$ cat src/logic/pswr_cfg.svh
// offsets, field positions, reset values and figures of the pwm / wake register bank
`ifndef PSWR_CFG_SVH
`define PSWR_CFG_SVH
`define PSWR_ADDR_W 7
`define PSWR_OFF_PWM_FREQ 7'h1c
`define PSWR_OFF_SCRATCH 7'h1e
`define PSWR_OFF_WAKE_CTRL 7'h20
`define PSWR_OFF_QUANTA 7'h21
`define PSWR_OFF_SAMPLE 7'h22
`define PSWR_OFF_IDENT_HI 7'h23
`define PSWR_OFF_LP_OPT 7'h30
`define PSWR_OFF_IRQ_STAT 7'h31
`define PSWR_OFF_IRQ_MASK 7'h32
`define PSWR_OFF_MODE 7'h33
`define PSWR_BIT_CHAN_TWO 2
`define PSWR_BIT_CHAN_ONE 0
`define PSWR_BIT_TRIM_MODE 7
`define PSWR_BIT_TO_ALLOW 4
`define PSWR_BIT_SETUP_VALID 0
`define PSWR_PWM_FREQ_MASK 8'h05
`define PSWR_WAKE_CTRL_MASK 8'hf1
`define PSWR_WAKE_RESTART_KEEP 8'hf0
`define PSWR_SAMPLE_MASK 8'h3f
`define PSWR_UNLOCK_CODE 2'h3
`define PSWR_RST_PWM_FREQ 8'h00
`define PSWR_RST_SCRATCH 8'h00
`define PSWR_RST_WAKE_CTRL 8'h00
`define PSWR_RST_QUANTA 8'ha0
`define PSWR_RST_SAMPLE 8'h33
`define PSWR_RST_IDENT_HI 8'h00
`define PSWR_RATE_LOW_HZ 200
`define PSWR_RATE_HIGH_HZ 400
`endif

$ cat src/logic/pswr_pkg.sv
// types of the pwm / wake register bank
`default_nettype none
package pswr_pkg;
  typedef enum logic [2:0] {
    PSWR_MODE_INIT = 3'b000,
    PSWR_MODE_NORMAL = 3'b001,
    PSWR_MODE_STOP = 3'b010,
    PSWR_MODE_SLEEP = 3'b011,
    PSWR_MODE_RESTART = 3'b100,
    PSWR_MODE_FAILSAFE = 3'b101
  } pswr_mode_t;
  typedef struct packed {
    logic [6:0] addr;
    logic [7:0] wdata;
    logic wr;
    logic rd;
  } pswr_req_t;
  typedef struct packed {
    logic trim_mode;
    logic [1:0] unlock;
    logic to_allow;
    logic setup_valid;
  } pswr_wake_t;
endpackage
`default_nettype wire

$ cat src/logic/pswr_regs.sv
// pwm frequency, host scratch byte and selective wake configuration registers
//
// The plain strobed port was chosen for this implementation.
`include "pswr_cfg.svh"
`default_nettype none
module pswr_regs
  import pswr_pkg::*;
(
  input wire logic mclk,
  input wire logic rstn,
  input wire logic soft_rst,
  input wire logic restart_entry,
  input wire pswr_mode_t chip_mode,
  input wire logic [6:0] addr,
  input wire logic [7:0] wdata,
  input wire logic wr,
  input wire logic rd,
  input wire logic bus_transmit_input_pin,
  input wire logic bus_timeout_event,
  input wire logic wake_frame_seen,
  input wire logic [28:0] rx_ident,
  input wire logic rx_ident_valid,
  output logic [7:0] rdata,
  output logic irq,
  output logic chan_one_rate_select,
  output logic chan_two_rate_select,
  output logic selective_wakeup_en,
  output logic oscillator_trim_mode,
  output logic trim_reference,
  output logic low_power_receiver_en,
  output logic [7:0] quanta_per_bit,
  output logic [5:0] sample_point_fraction,
  output logic ident_high_match
);
  pswr_req_t req;
  pswr_wake_t wk;
  logic [7:0] pwm_q, scratch_q, wctl_q, quanta_q, sample_q, ident_q, opt_q;
  logic [1:0] stat_q, mask_q;
  logic unlocked;
  logic normal;
  logic cfg_write;
  logic [7:0] rdata_d;

  function automatic logic hit(input logic [6:0] a, input logic [6:0] off);
    return a == off;
  endfunction

  assign req = '{addr: addr, wdata: wdata, wr: wr, rd: rd};
  assign wk = '{trim_mode: wctl_q[`PSWR_BIT_TRIM_MODE], unlock: wctl_q[6:5],
                to_allow: wctl_q[`PSWR_BIT_TO_ALLOW],
                setup_valid: wctl_q[`PSWR_BIT_SETUP_VALID]};
  assign unlocked = wk.unlock == `PSWR_UNLOCK_CODE;
  assign normal = chip_mode == PSWR_MODE_NORMAL;
  // any write of wake setup data, or a control write that changes bits 7:4 or clears valid
  assign cfg_write = req.wr && (hit(req.addr, `PSWR_OFF_QUANTA) ||
    hit(req.addr, `PSWR_OFF_SAMPLE) || hit(req.addr, `PSWR_OFF_IDENT_HI) ||
    (hit(req.addr, `PSWR_OFF_WAKE_CTRL) &&
     ((req.wdata[7:4] != wctl_q[7:4]) || !req.wdata[0])));

  always_ff @(posedge mclk or negedge rstn) begin
    if (!rstn) begin
      pwm_q <= `PSWR_RST_PWM_FREQ;
    end else if (soft_rst) begin
      pwm_q <= `PSWR_RST_PWM_FREQ;
    end else if (restart_entry) begin
      pwm_q <= pwm_q & `PSWR_PWM_FREQ_MASK;
    end else if (req.wr && hit(req.addr, `PSWR_OFF_PWM_FREQ)) begin
      pwm_q <= req.wdata & `PSWR_PWM_FREQ_MASK;
    end
  end

  // only power-on clears it; soft reset, restart, fail-safe do not
  always_ff @(posedge mclk or negedge rstn) begin
    if (!rstn) begin
      scratch_q <= `PSWR_RST_SCRATCH;
    end else if (req.wr && normal && hit(req.addr, `PSWR_OFF_SCRATCH)) begin
      scratch_q <= req.wdata;
    end
  end

  always_ff @(posedge mclk or negedge rstn) begin
    if (!rstn) begin
      wctl_q <= `PSWR_RST_WAKE_CTRL;
    end else if (soft_rst) begin
      wctl_q <= `PSWR_RST_WAKE_CTRL;
    end else if (restart_entry) begin
      wctl_q <= wctl_q & `PSWR_WAKE_RESTART_KEEP;
    end else if (req.wr && hit(req.addr, `PSWR_OFF_WAKE_CTRL)) begin
      wctl_q <= req.wdata & `PSWR_WAKE_CTRL_MASK;
      // a wake frame in the same cycle beats a host re-validation
      if (req.wdata[7:4] != wctl_q[7:4] || wake_frame_seen) begin
        wctl_q[`PSWR_BIT_SETUP_VALID] <= 1'b0;
      end
    end else if (wake_frame_seen || cfg_write) begin
      wctl_q[`PSWR_BIT_SETUP_VALID] <= 1'b0;
    end
  end

  always_ff @(posedge mclk or negedge rstn) begin
    if (!rstn) begin
      quanta_q <= `PSWR_RST_QUANTA;
      sample_q <= `PSWR_RST_SAMPLE;
      ident_q <= `PSWR_RST_IDENT_HI;
    end else if (soft_rst) begin
      quanta_q <= `PSWR_RST_QUANTA;
      sample_q <= `PSWR_RST_SAMPLE;
      ident_q <= `PSWR_RST_IDENT_HI;
    end else if (req.wr) begin
      if (hit(req.addr, `PSWR_OFF_QUANTA)) begin
        quanta_q <= req.wdata;
      end
      if (hit(req.addr, `PSWR_OFF_SAMPLE)) begin
        sample_q <= req.wdata & `PSWR_SAMPLE_MASK;
      end
      if (hit(req.addr, `PSWR_OFF_IDENT_HI)) begin
        ident_q <= req.wdata;
      end
    end
  end

  // option register is locked unless the unlock code stands
  always_ff @(posedge mclk or negedge rstn) begin
    if (!rstn) begin
      opt_q <= 8'h00;
    end else if (soft_rst) begin
      opt_q <= 8'h00;
    end else if (req.wr && unlocked && hit(req.addr, `PSWR_OFF_LP_OPT)) begin
      opt_q <= {7'h00, req.wdata[0]};
    end
  end

  // status bit0 bus timeout, bit1 wake frame; set beats read-clear
  always_ff @(posedge mclk or negedge rstn) begin
    if (!rstn) begin
      stat_q <= 2'h0;
    end else begin
      stat_q <= ((req.rd && hit(req.addr, `PSWR_OFF_IRQ_STAT)) ? 2'h0 : stat_q) |
                {wake_frame_seen, bus_timeout_event && selective_wakeup_en};
    end
  end

  always_ff @(posedge mclk or negedge rstn) begin
    if (!rstn) begin
      mask_q <= 2'h0;
    end else if (req.wr && hit(req.addr, `PSWR_OFF_IRQ_MASK)) begin
      mask_q <= req.wdata[1:0];
    end
  end

  always_comb begin
    rdata_d = 8'h00;
    unique case (req.addr)
      `PSWR_OFF_PWM_FREQ: rdata_d = pwm_q;
      `PSWR_OFF_SCRATCH: rdata_d = normal ? scratch_q : 8'h00;
      `PSWR_OFF_WAKE_CTRL: rdata_d = wctl_q;
      `PSWR_OFF_QUANTA: rdata_d = quanta_q;
      `PSWR_OFF_SAMPLE: rdata_d = sample_q;
      `PSWR_OFF_IDENT_HI: rdata_d = ident_q;
      `PSWR_OFF_LP_OPT: rdata_d = opt_q;
      `PSWR_OFF_IRQ_STAT: rdata_d = {6'h00, stat_q};
      `PSWR_OFF_IRQ_MASK: rdata_d = {6'h00, mask_q};
      `PSWR_OFF_MODE: rdata_d = {5'h00, chip_mode};
      default: rdata_d = 8'h00;
    endcase
  end

  always_ff @(posedge mclk or negedge rstn) begin
    if (!rstn) begin
      rdata <= 8'h00;
    end else begin
      rdata <= req.rd ? rdata_d : 8'h00;
    end
  end

  // timeout interrupt also needs the per-bit allow in the control register
  always_ff @(posedge mclk or negedge rstn) begin
    if (!rstn) begin
      irq <= 1'b0;
    end else begin
      irq <= |(stat_q & mask_q & {1'b1, wk.to_allow});
    end
  end

  always_ff @(posedge mclk or negedge rstn) begin
    if (!rstn) begin
      chan_one_rate_select <= 1'b0;
      chan_two_rate_select <= 1'b0;
      selective_wakeup_en <= 1'b0;
      oscillator_trim_mode <= 1'b0;
      trim_reference <= 1'b0;
      low_power_receiver_en <= 1'b0;
      quanta_per_bit <= `PSWR_RST_QUANTA;
      sample_point_fraction <= 6'h33;
      ident_high_match <= 1'b0;
    end else begin
      chan_one_rate_select <= pwm_q[`PSWR_BIT_CHAN_ONE];
      chan_two_rate_select <= pwm_q[`PSWR_BIT_CHAN_TWO];
      selective_wakeup_en <= wk.setup_valid && !wake_frame_seen;
      oscillator_trim_mode <= wk.trim_mode;
      trim_reference <= wk.trim_mode && unlocked && bus_transmit_input_pin;
      low_power_receiver_en <= opt_q[0];
      quanta_per_bit <= quanta_q;
      sample_point_fraction <= sample_q[5:0];
      ident_high_match <= rx_ident_valid && rx_ident[28:21] == ident_q;
    end
  end

  property p_scratch_locked;
    @(posedge mclk) disable iff (!rstn)
      (wr && !normal && hit(addr, `PSWR_OFF_SCRATCH)) |=> $stable(scratch_q);
  endproperty
  a_scratch_locked: assert property (p_scratch_locked) else $error("scratch written");

  property p_scratch_soft;
    @(posedge mclk) disable iff (!rstn)
      (soft_rst && !wr) |=> $stable(scratch_q);
  endproperty
  a_scratch_soft: assert property (p_scratch_soft) else $error("scratch lost");

  property p_reserved_zero;
    @(posedge mclk) disable iff (!rstn)
      (rd && hit(addr, `PSWR_OFF_PWM_FREQ)) |=> (rdata & 8'hfa) == 8'h00;
  endproperty
  a_reserved_zero: assert property (p_reserved_zero) else $error("reserved set");

  property p_restart_nibble;
    @(posedge mclk) disable iff (!rstn)
      (restart_entry && !soft_rst) |=> wctl_q[3:0] == 4'h0 && wctl_q[7:4] == $past(wctl_q[7:4]);
  endproperty
  a_restart_nibble: assert property (p_restart_nibble) else $error("restart nibble");

  property p_opt_locked;
    @(posedge mclk) disable iff (!rstn)
      (!unlocked && !soft_rst) |=> $stable(opt_q);
  endproperty
  a_opt_locked: assert property (p_opt_locked) else $error("option written");

  property p_valid_drop;
    @(posedge mclk) disable iff (!rstn)
      (wake_frame_seen && !wr) |=> !wctl_q[0] ##1 !selective_wakeup_en;
  endproperty
  a_valid_drop: assert property (p_valid_drop) else $error("valid kept");

  property p_to_gate;
    @(posedge mclk) disable iff (!rstn)
      (!selective_wakeup_en && !(rd && hit(addr, `PSWR_OFF_IRQ_STAT)))
        |=> stat_q[0] == $past(stat_q[0]);
  endproperty
  a_to_gate: assert property (p_to_gate) else $error("timeout flag moved");

  property p_irq_mask;
    @(posedge mclk) disable iff (!rstn)
      (!wk.to_allow && !stat_q[1]) |=> !irq;
  endproperty
  a_irq_mask: assert property (p_irq_mask) else $error("masked irq");

  property p_rate;
    @(posedge mclk) disable iff (!rstn)
      (wr && hit(addr, `PSWR_OFF_PWM_FREQ) && !soft_rst && !restart_entry)
        |=> ##1 chan_two_rate_select == $past(wdata[`PSWR_BIT_CHAN_TWO], 2);
  endproperty
  a_rate: assert property (p_rate) else $error("rate select");

  property p_chan_one;
    @(posedge mclk) disable iff (!rstn)
      (wr && hit(addr, `PSWR_OFF_PWM_FREQ) && !soft_rst && !restart_entry)
        |=> ##1 chan_one_rate_select == $past(wdata[`PSWR_BIT_CHAN_ONE], 2);
  endproperty
  a_chan_one: assert property (p_chan_one) else $error("rate one select");

  property p_pwm_write;
    @(posedge mclk) disable iff (!rstn)
      (wr && hit(addr, `PSWR_OFF_PWM_FREQ) && !soft_rst && !restart_entry)
        |=> pwm_q == ($past(wdata) & `PSWR_PWM_FREQ_MASK);
  endproperty
  a_pwm_write: assert property (p_pwm_write) else $error("pwm write");

  property p_soft_clear;
    @(posedge mclk) disable iff (!rstn)
      soft_rst |=> pwm_q == `PSWR_RST_PWM_FREQ && wctl_q == `PSWR_RST_WAKE_CTRL &&
        quanta_q == `PSWR_RST_QUANTA && sample_q == `PSWR_RST_SAMPLE;
  endproperty
  a_soft_clear: assert property (p_soft_clear) else $error("soft reset values");

  property p_quanta_write;
    @(posedge mclk) disable iff (!rstn)
      (wr && hit(addr, `PSWR_OFF_QUANTA) && !soft_rst) |=> quanta_q == $past(wdata);
  endproperty
  a_quanta_write: assert property (p_quanta_write) else $error("quanta write");

  property p_sample_write;
    @(posedge mclk) disable iff (!rstn)
      (wr && hit(addr, `PSWR_OFF_SAMPLE) && !soft_rst)
        |=> sample_q == ($past(wdata) & `PSWR_SAMPLE_MASK);
  endproperty
  a_sample_write: assert property (p_sample_write) else $error("sample write");

  property p_ident_write;
    @(posedge mclk) disable iff (!rstn)
      (wr && hit(addr, `PSWR_OFF_IDENT_HI) && !soft_rst) |=> ident_q == $past(wdata);
  endproperty
  a_ident_write: assert property (p_ident_write) else $error("ident write");

  property p_cfg_change;
    @(posedge mclk) disable iff (!rstn)
      (wr && (hit(addr, `PSWR_OFF_QUANTA) || hit(addr, `PSWR_OFF_SAMPLE) ||
        hit(addr, `PSWR_OFF_IDENT_HI))) |=> !wctl_q[`PSWR_BIT_SETUP_VALID];
  endproperty
  a_cfg_change: assert property (p_cfg_change) else $error("valid kept on setup");

  property p_ctrl_nibble;
    @(posedge mclk) disable iff (!rstn)
      (wr && hit(addr, `PSWR_OFF_WAKE_CTRL) && wdata[7:4] != wctl_q[7:4])
        |=> !wctl_q[`PSWR_BIT_SETUP_VALID];
  endproperty
  a_ctrl_nibble: assert property (p_ctrl_nibble) else $error("valid kept on ctrl");

  property p_ctrl_read;
    @(posedge mclk) disable iff (!rstn)
      (rd && hit(addr, `PSWR_OFF_WAKE_CTRL)) |=> rdata[3:1] == 3'h0;
  endproperty
  a_ctrl_read: assert property (p_ctrl_read) else $error("ctrl reserved set");

  property p_scratch_read_off;
    @(posedge mclk) disable iff (!rstn)
      (rd && !normal && hit(addr, `PSWR_OFF_SCRATCH)) |=> rdata == 8'h00;
  endproperty
  a_scratch_read_off: assert property (p_scratch_read_off) else $error("scratch read");

  property p_scratch_hold;
    @(posedge mclk) disable iff (!rstn)
      !(wr && normal && hit(addr, `PSWR_OFF_SCRATCH)) |=> $stable(scratch_q);
  endproperty
  a_scratch_hold: assert property (p_scratch_hold) else $error("scratch modified");

  property p_trim_ref;
    @(posedge mclk) disable iff (!rstn)
      !(wk.trim_mode && unlocked) |=> !trim_reference;
  endproperty
  a_trim_ref: assert property (p_trim_ref) else $error("trim while locked");

  property p_opt_write;
    @(posedge mclk) disable iff (!rstn)
      (wr && unlocked && hit(addr, `PSWR_OFF_LP_OPT) && !soft_rst)
        |=> opt_q == {7'h00, $past(wdata[0])};
  endproperty
  a_opt_write: assert property (p_opt_write) else $error("option lost");

  property p_irq_allow;
    @(posedge mclk) disable iff (!rstn)
      (wk.to_allow && stat_q[0] && mask_q[0]) |=> irq;
  endproperty
  a_irq_allow: assert property (p_irq_allow) else $error("timeout irq missing");

  property p_to_set;
    @(posedge mclk) disable iff (!rstn)
      (bus_timeout_event && selective_wakeup_en) |=> stat_q[0];
  endproperty
  a_to_set: assert property (p_to_set) else $error("timeout not flagged");

  property p_swk_needs_valid;
    @(posedge mclk) disable iff (!rstn)
      !wctl_q[`PSWR_BIT_SETUP_VALID] |=> !selective_wakeup_en;
  endproperty
  a_swk_needs_valid: assert property (p_swk_needs_valid) else $error("wake not valid");

  property p_ident_match;
    @(posedge mclk) disable iff (!rstn)
      (rx_ident_valid && rx_ident[28:21] == ident_q) |=> ident_high_match;
  endproperty
  a_ident_match: assert property (p_ident_match) else $error("ident match missing");
endmodule
`default_nettype wire

$ cat config.mk
export PLATFORM = sky130hd
export DESIGN_NAME = pswr_regs
export DESIGN_NICKNAME = d
export VERILOG_FILES = /design/src/logic/pswr_pkg.sv /design/src/logic/pswr_regs.sv
export VERILOG_INCLUDE_DIRS = /design/src /design/src/logic
export SDC_FILE = /design/constraint.sdc
export NUM_CORES = 1
export LEC_CHECK = 0
export ABC_AREA = 1
export BUFFER_PORTS_ARGS = -buffer_cell sky130_fd_sc_hd__buf_2
export CAP_MARGIN = 20
export CORE_ASPECT_RATIO = 1.2
export CORE_UTILIZATION = 55
export CTS_BUF_LIST = sky130_fd_sc_hd__clkbuf_4
export CTS_CLUSTER_SIZE = 16
export DETAILED_ROUTE_END_ITERATION = 10
export PLACE_DENSITY_LB_ADDON = 0.1
export SLEW_MARGIN = 40
export SYNTH_ARGS = -nofsm -noshare
export SYNTH_HDL_FRONTEND = slang
export SYNTH_SLANG_ARGS = --single-unit
$ cat constraint.sdc
create_clock -name mclk -period 1.1 [get_ports mclk]
set_input_delay 0.22 -clock mclk [delete_from_list [all_inputs] [get_ports mclk]]
set_output_delay 0.22 -clock mclk [all_outputs]
set_load 0.02 [all_outputs]
==> results_dict.tcl, run 1 <==
set metrics [dict create \
    p_per_area_mw_per_mm2 1200 \
    period_share_pct 118 \
    htreeDepth 3 \
    drc 0 \
    slowest_delay_ps 550 \
    placedCellCount 565 \
    violations "setup timing" \
    ir_drop_mv 0.858 \
    relSlewSlack_pct 75.4 \
    rsz0062_at_grt "true" \
    fin_cells 586 \
    via_per_inst 5.14 \
    hold_end "trim_reference" \
    final_hold_viol_count 0 \
    die_w_um 73.1 \
    diodes 0 \
    synth.net_count 438 \
    cts_tree "yes" \
    cp.required_ps 880 \
    synth_cell_types 30 \
    vias 3010 \
    final_common_cell "nand2_1" \
    drtAntennaViolNets 0 \
    numCtsBuffers 9 \
    grt_pass1_wl_mm 14.0 \
    leakage_nw 2.28 \
    clkSlewWorstSetupHoldPaths_ps 130 \
    setup-violations-final 30 \
    syn_area_mm2 0.00334 \
    antenna_found_initial 0 \
    cp_top_family "flip-flops" \
    arrival_ps 1080 \
    worst_slack_ps -195 \
    critPathKind "register to primary output" \
    layout_common_cells "nand2_1 (92), dfrtp_1 (59), buf_4 (44)" \
    core_area_mm2 0.00574 \
    avgSynthCellArea_um2 8.76 \
    rows 30 \
    status "finished, violations left" \
    synth_area_leader_cell "dfrtp_1" \
    clkLatencyLatePin_ps 410 \
    wl_mm 8.58 \
    port_buffers 65 \
    r2r-end "rdata[7]" \
    ys_ff_latch 72 \
    holdWs_ps 24.8 \
    ys_seq_area_share_pct 54.5 \
    path_buf_inv 1 \
    reg2reg_from "wctl_q[7]" \
    grt_start_max_net_pins 73 \
    area_growth_syn_to_layout_pct 36.1 \
    finClkSkew_ps 17.7 \
    critical_path.endpoint_type "primary output" \
    path_max_fanout 1 \
    nets 558 \
    cts-root-buf "clkbuf_4" \
    fmax_mhz 772 \
    dieArea_mm2 0.00638 \
    yosysTopAreaCellShare_pct 45.0 \
    ys.warnings.count 0 \
    syn-instance-count 381 \
    timing.reg2reg.setup_slack_ps 30 \
    worstHoldStart "bus_transmit_input_pin" \
    wl_per_cell_um 14.6 \
    dpl.hpwl_mm 6.45 \
    ios 87 \
    grt_pass1_vias 2998 \
    min_path_cells 3 \
    finalCriticalPeriod_ps 1300 \
    r2r_cells 6 \
    crit_path_cell_trace "buf_6" \
    first_iter_violations 153 \
    grt_overflow 0 \
    die_h_um 87.3 \
    synth_area_leaders "dfrtp_1 (45%), nand2_1 (11%), dfstp_2 (9.5%), inv_1 (5.6%), o21ai_2 (5.0%)" \
    finalPower_mw 5.43 \
    cp_slowest_cell "dfstp_2" \
    place_congestion 0.906 \
    firstDrtPassIters 5 \
    clock_path_buffers 2 \
    drv_cap 0 \
    worst_slew_pin_slew_ps 369 \
    drive_gt1_share_pct 39.9 \
    hp-class "input pin to register" \
    grt_usage_pct 30.0 \
    cts.sinks 72 \
    initial_core_util_pct 58.1 \
    cp-start-kind "register" \
    report.final.slew_viol_count 0 \
]
[worst max-delay path by stage]
stage	from	endpoint	cells after the start
2_1_floorplan	addr[6]	scratch_q[6]	9
5_1_grt	quanta_per_bit[5]	quanta_per_bit[5]	1
4_1_cts	sample_point_fraction[1]	sample_point_fraction[1]	1
3_5_place_dp	addr[6]	scratch_q[3]	9
3_3_place_gp	addr[6]	scratch_q[1]	9
6_report	quanta_per_bit[5]	quanta_per_bit[5]	1
[synthesized netlist by cell type (all sizes together)]
| library cell | number |
|---|---|
| clkbuf | 1 |
| a211oi | 1 |
| nor3 | 5 |
| buf | 4 |
| o22ai | 5 |
| xor2 | 1 |
| a21oi | 13 |
| dfstp | 12 |
| a221oi | 1 |
| nand2 | 104 |
| inv | 52 |
| clkinv | 1 |
| o32ai | 1 |
| o21ai | 44 |
| nand4 | 1 |
| xnor2 | 3 |
| nor2 | 47 |
| nand3 | 25 |
| dfrtp | 60 |
[registers in the layout, summed over array words and instances (netlist names), 2 cells and up]
signal,count
scratch_q,8
wctl_q,5
pwm_q,2
sample_point_fraction,6
sample_q,6
quanta_q,8
rdata,8
quanta_per_bit,8
ident_q,8
stat_q,2
mask_q,2
[stage by stage]
| stage | util, % | instance area [um2] | setup TNS (ps) | worst slack [ps] |
|---|---|---|---|---|
| CTS | 78.1 | 4480 | -2780 | -202 |
| detailed placement | 72.0 | 4130 | -11070 | -312 |
| finish | 79.1 | 4540 | -2320 | -195 |
| global placement | 72.0 | 4130 | -9820 | -262 |
| global route | 79.1 | 4540 | -3290 | -217 |
| floorplan | - | 3390 | -164 | -50.5 |
[layer usage]
| layer | routed length [um] | up-vias | track usage [%] |
|---|---|---|---|
| li1 | - | 1450 | - |
| met3 | 452 | 23 | 4.63 |
| met2 | 4380 | 121 | 50.9 |
| met4 | 244 | 0 | 14.1 |
| met1 | 3500 | 1416 | 37.1 |
| met5 | 0 | - | 0 |
[area by class of cell]
cell class	count	area [um2]
tap	80	100
clock inverter	6	67.6
clock buffer	10	75.1
timing repair buffer	114	923
multi-input combinational	251	1340
fill	427	1200
sequential	72	1820
inverter	53	220
[cell families (layout without fill, tap and decap cells)]
logic type,count (synthesis),count (layout),share of synthesized area (%)
AND/OR/NAND/NOR,182,182,24.2
flip-flops,72,72,54.5
AO/OA/AOI/OAI,65,65,12.8
buffers and inverters,58,183,7.43
XOR/XNOR,4,4,1.05
[where the power goes]
group	total, mW	switching, mW	leakage, nW	internal (mW)
clock	1.68	0.953	0.0734	0.730
combinational	0.830	0.471	1.30	0.359
sequential	2.92	0.0959	0.916	2.82
total	5.43	1.52	2.28	3.91
[timing repair]
item | CTS | global route
hold buffers | 2 | 0
endpoints found under the setup margin | 30 | 34
gates resized for setup | 60 | 18
pin swaps | 0 | 4
gates cloned | 0 | 0
buffers inserted | 0 | 3
endpoints found under the hold margin | 61 | 0
Note: power is estimated with default switching activity, not from simulation.
==> inputs of run 2 (changes only) <==
==> constraint.sdc (replaced) <==
create_clock -name mclk -period 1.1 [get_ports mclk]
set_input_delay 0.165 -clock mclk [delete_from_list [all_inputs] [get_ports mclk]]
set_output_delay 0.165 -clock mclk [all_outputs]
set_load 0.02 [all_outputs]
==> results_dict.tcl, run 2 (same netlist as run 1, synthesis figures left out) <==
set metrics [dict create \
    cts-root-buf "clkbuf_4" \
    critPathKind "register to primary output" \
    grt.busiest_layer "met2" \
    grt_usage_pct 31.9 \
    finalPower_mw 5.89 \
    dieArea_mm2 0.00638 \
    cp_slowest_cell "dfstp_2" \
    clkLatencyLatePin_ps 420 \
    p_per_area_mw_per_mm2 1280 \
    finalCriticalPeriod_ps 1260 \
    die_w_um 73.1 \
    fillers 414 \
    worst_slack_ps -160 \
    drtAntennaViolNets 0 \
    post-route-util_pct 79.9 \
    internal_power_mw 4.34 \
    period_share_pct 115 \
    drv_cap 0 \
    vias 3003 \
    fmax_mhz 794 \
    dpl.hpwl_mm 6.48 \
    antenna_found_initial 0 \
    layout_common_cells "nand2_1 (97), dfrtp_1 (60), inv_1 (48)" \
    drc 0 \
    finClkSkew_ps 13.5 \
    cp_top_family "flip-flops" \
    p_seq_share_pct 49.6 \
    status "finished, violations left" \
    arrival_ps 1100 \
    slowest_delay_ps 560 \
    crit_path_cell_trace "buf_6" \
    first_iter_violations 186 \
    area_growth_syn_to_layout_pct 37.5 \
    setup-violations-final 23 \
    grt_pass1_wl_mm 14.8 \
    drive_gt1_share_pct 35.7 \
    numCtsBuffers 9 \
    ios 87 \
    path_buf_inv 1 \
    placedCellCount 564 \
    fin_cells 590 \
    relSlewSlack_pct 71.7 \
    cts.sinks 72 \
    pwr-share-clk_pct 36.2 \
    wl_mm 9.04 \
    cts_tree "yes" \
    comb_power_share_pct 14.2 \
    ir_drop_mv 0.763 \
    wl_per_cell_um 15.3 \
    final_common_cell "nand2_1" \
    die_h_um 87.3 \
    diodes 0 \
    place_congestion 0.933 \
    grt_use_met3_pct 3.94 \
    violations "setup timing" \
    cp-start-kind "register" \
    leakage_nw 2.32 \
    hp-class "input pin to register" \
    clkSlewWorstSetupHoldPaths_ps 130 \
    rows 30 \
    grt_start_max_net_pins 28 \
    port_buffers 65 \
    initial_core_util_pct 58.1 \
    clock_path_buffers 2 \
    path_max_fanout 1 \
    p_sw_mw 1.55 \
    sw_frac_of_total_pct 26.3 \
    grt_overflow 0 \
    critical_path.endpoint_type "primary output" \
    nets 562 \
    worst_slew_pin_slew_ps 424 \
    report.final.slew_viol_count 0 \
    grt_pass1_vias 2995 \
    firstDrtPassIters 4 \
    gr-usage-met2_pct 53.5 \
    pre_cts_ws_ps -358 \
    htreeDepth 3 \
    cp.required_ps 940 \
    core_area_mm2 0.00574 \
    use_met1_pct 41.6 \
    rsz0062_at_grt "true" \
    final_hold_viol_count 0 \
    via_per_inst 5.09 \
]
## run 2: cell count changes in the layout (fill, tap and decap cells not counted), sizes merged
| cell | before | now |
|---|---|---|
| clkinvlp | 2 | 1 |
| clkbuf | 10 | 9 |
| bufinv | 1 | 3 |
| inv | 54 | 53 |
| clkinv | 2 | 3 |
| buf | 112 | 110 |
| dlygate4sd3 | 2 | 8 |
## run 2: layout make-up
class | count | area [um2] | share of cell area (%)
tap | 80 | 100 | 2.18
sequential | 72 | 1820 | 39.6
clock inverter | 7 | 119 | 2.59
timing repair buffer | 118 | 968 | 21.1
inverter | 53 | 215 | 4.69
multi-input combinational | 251 | 1300 | 28.3
clock buffer | 9 | 67.6 | 1.47
## run 2: power groups by stage
| stage | clock network [mW] | logic [mW] | registers, mW |
|---|---|---|---|
| 2_1_floorplan | 0 | 0.292 | 3.00 |
| 5_1_grt | 2.27 | 0.917 | 2.94 |
| 6_report | 2.13 | 0.837 | 2.92 |
| 3_5_place_dp | 0 | 0.739 | 2.95 |
| 3_3_place_gp | 0 | 0.725 | 2.94 |
| 4_1_cts | 2.16 | 0.832 | 2.91 |
## run 2: final timing paths
check / from / to / slack [ps] / cells past startpoint
worst max-delay path: quanta_per_bit[7] / quanta_per_bit[7] / -160 / 1
worst min-delay path: wdata[0] / mask_q[0] / 30 / 3
worst max register to register: wctl_q[5] / wctl_q[0] / -30 / 5
worst min register to register: sample_q[4] / sample_point_fraction[4] / 370 / 0
max in group asynchronous: rstn / quanta_q[5] / 340 / 3
min in group asynchronous: rstn / selective_wakeup_en / 200 / 2
## run 2: through the flow
step                      area [um2]  hold WS, ps  TNS [ps]
after floorplan                 3370         -131         0
after global placement          4100          109     -9500
after detailed placement        4100          121    -10240
after CTS                       4570         16.4     -1540
after global routing            4590         30.7     -2220
final                           4590         27.0     -1100
## run 2: layer usage
| metal | vias up | wire [um] |
|---|---|---|
| met4 | 0 | 218 |
| met2 | 100 | 4550 |
| met1 | 1411 | 3820 |
| met5 | - | 0 |
| met3 | 22 | 451 |
| li1 | 1470 | - |
## run 2: what timing repair did
item                                    4_1_cts  5_1_grt
gates resized for setup                      62        3
hold buffers                                  8        0
hold endpoints to repair                     59        0
buffers inserted                              1        1
pin swaps                                     2        2
endpoints found under the setup margin       31       33
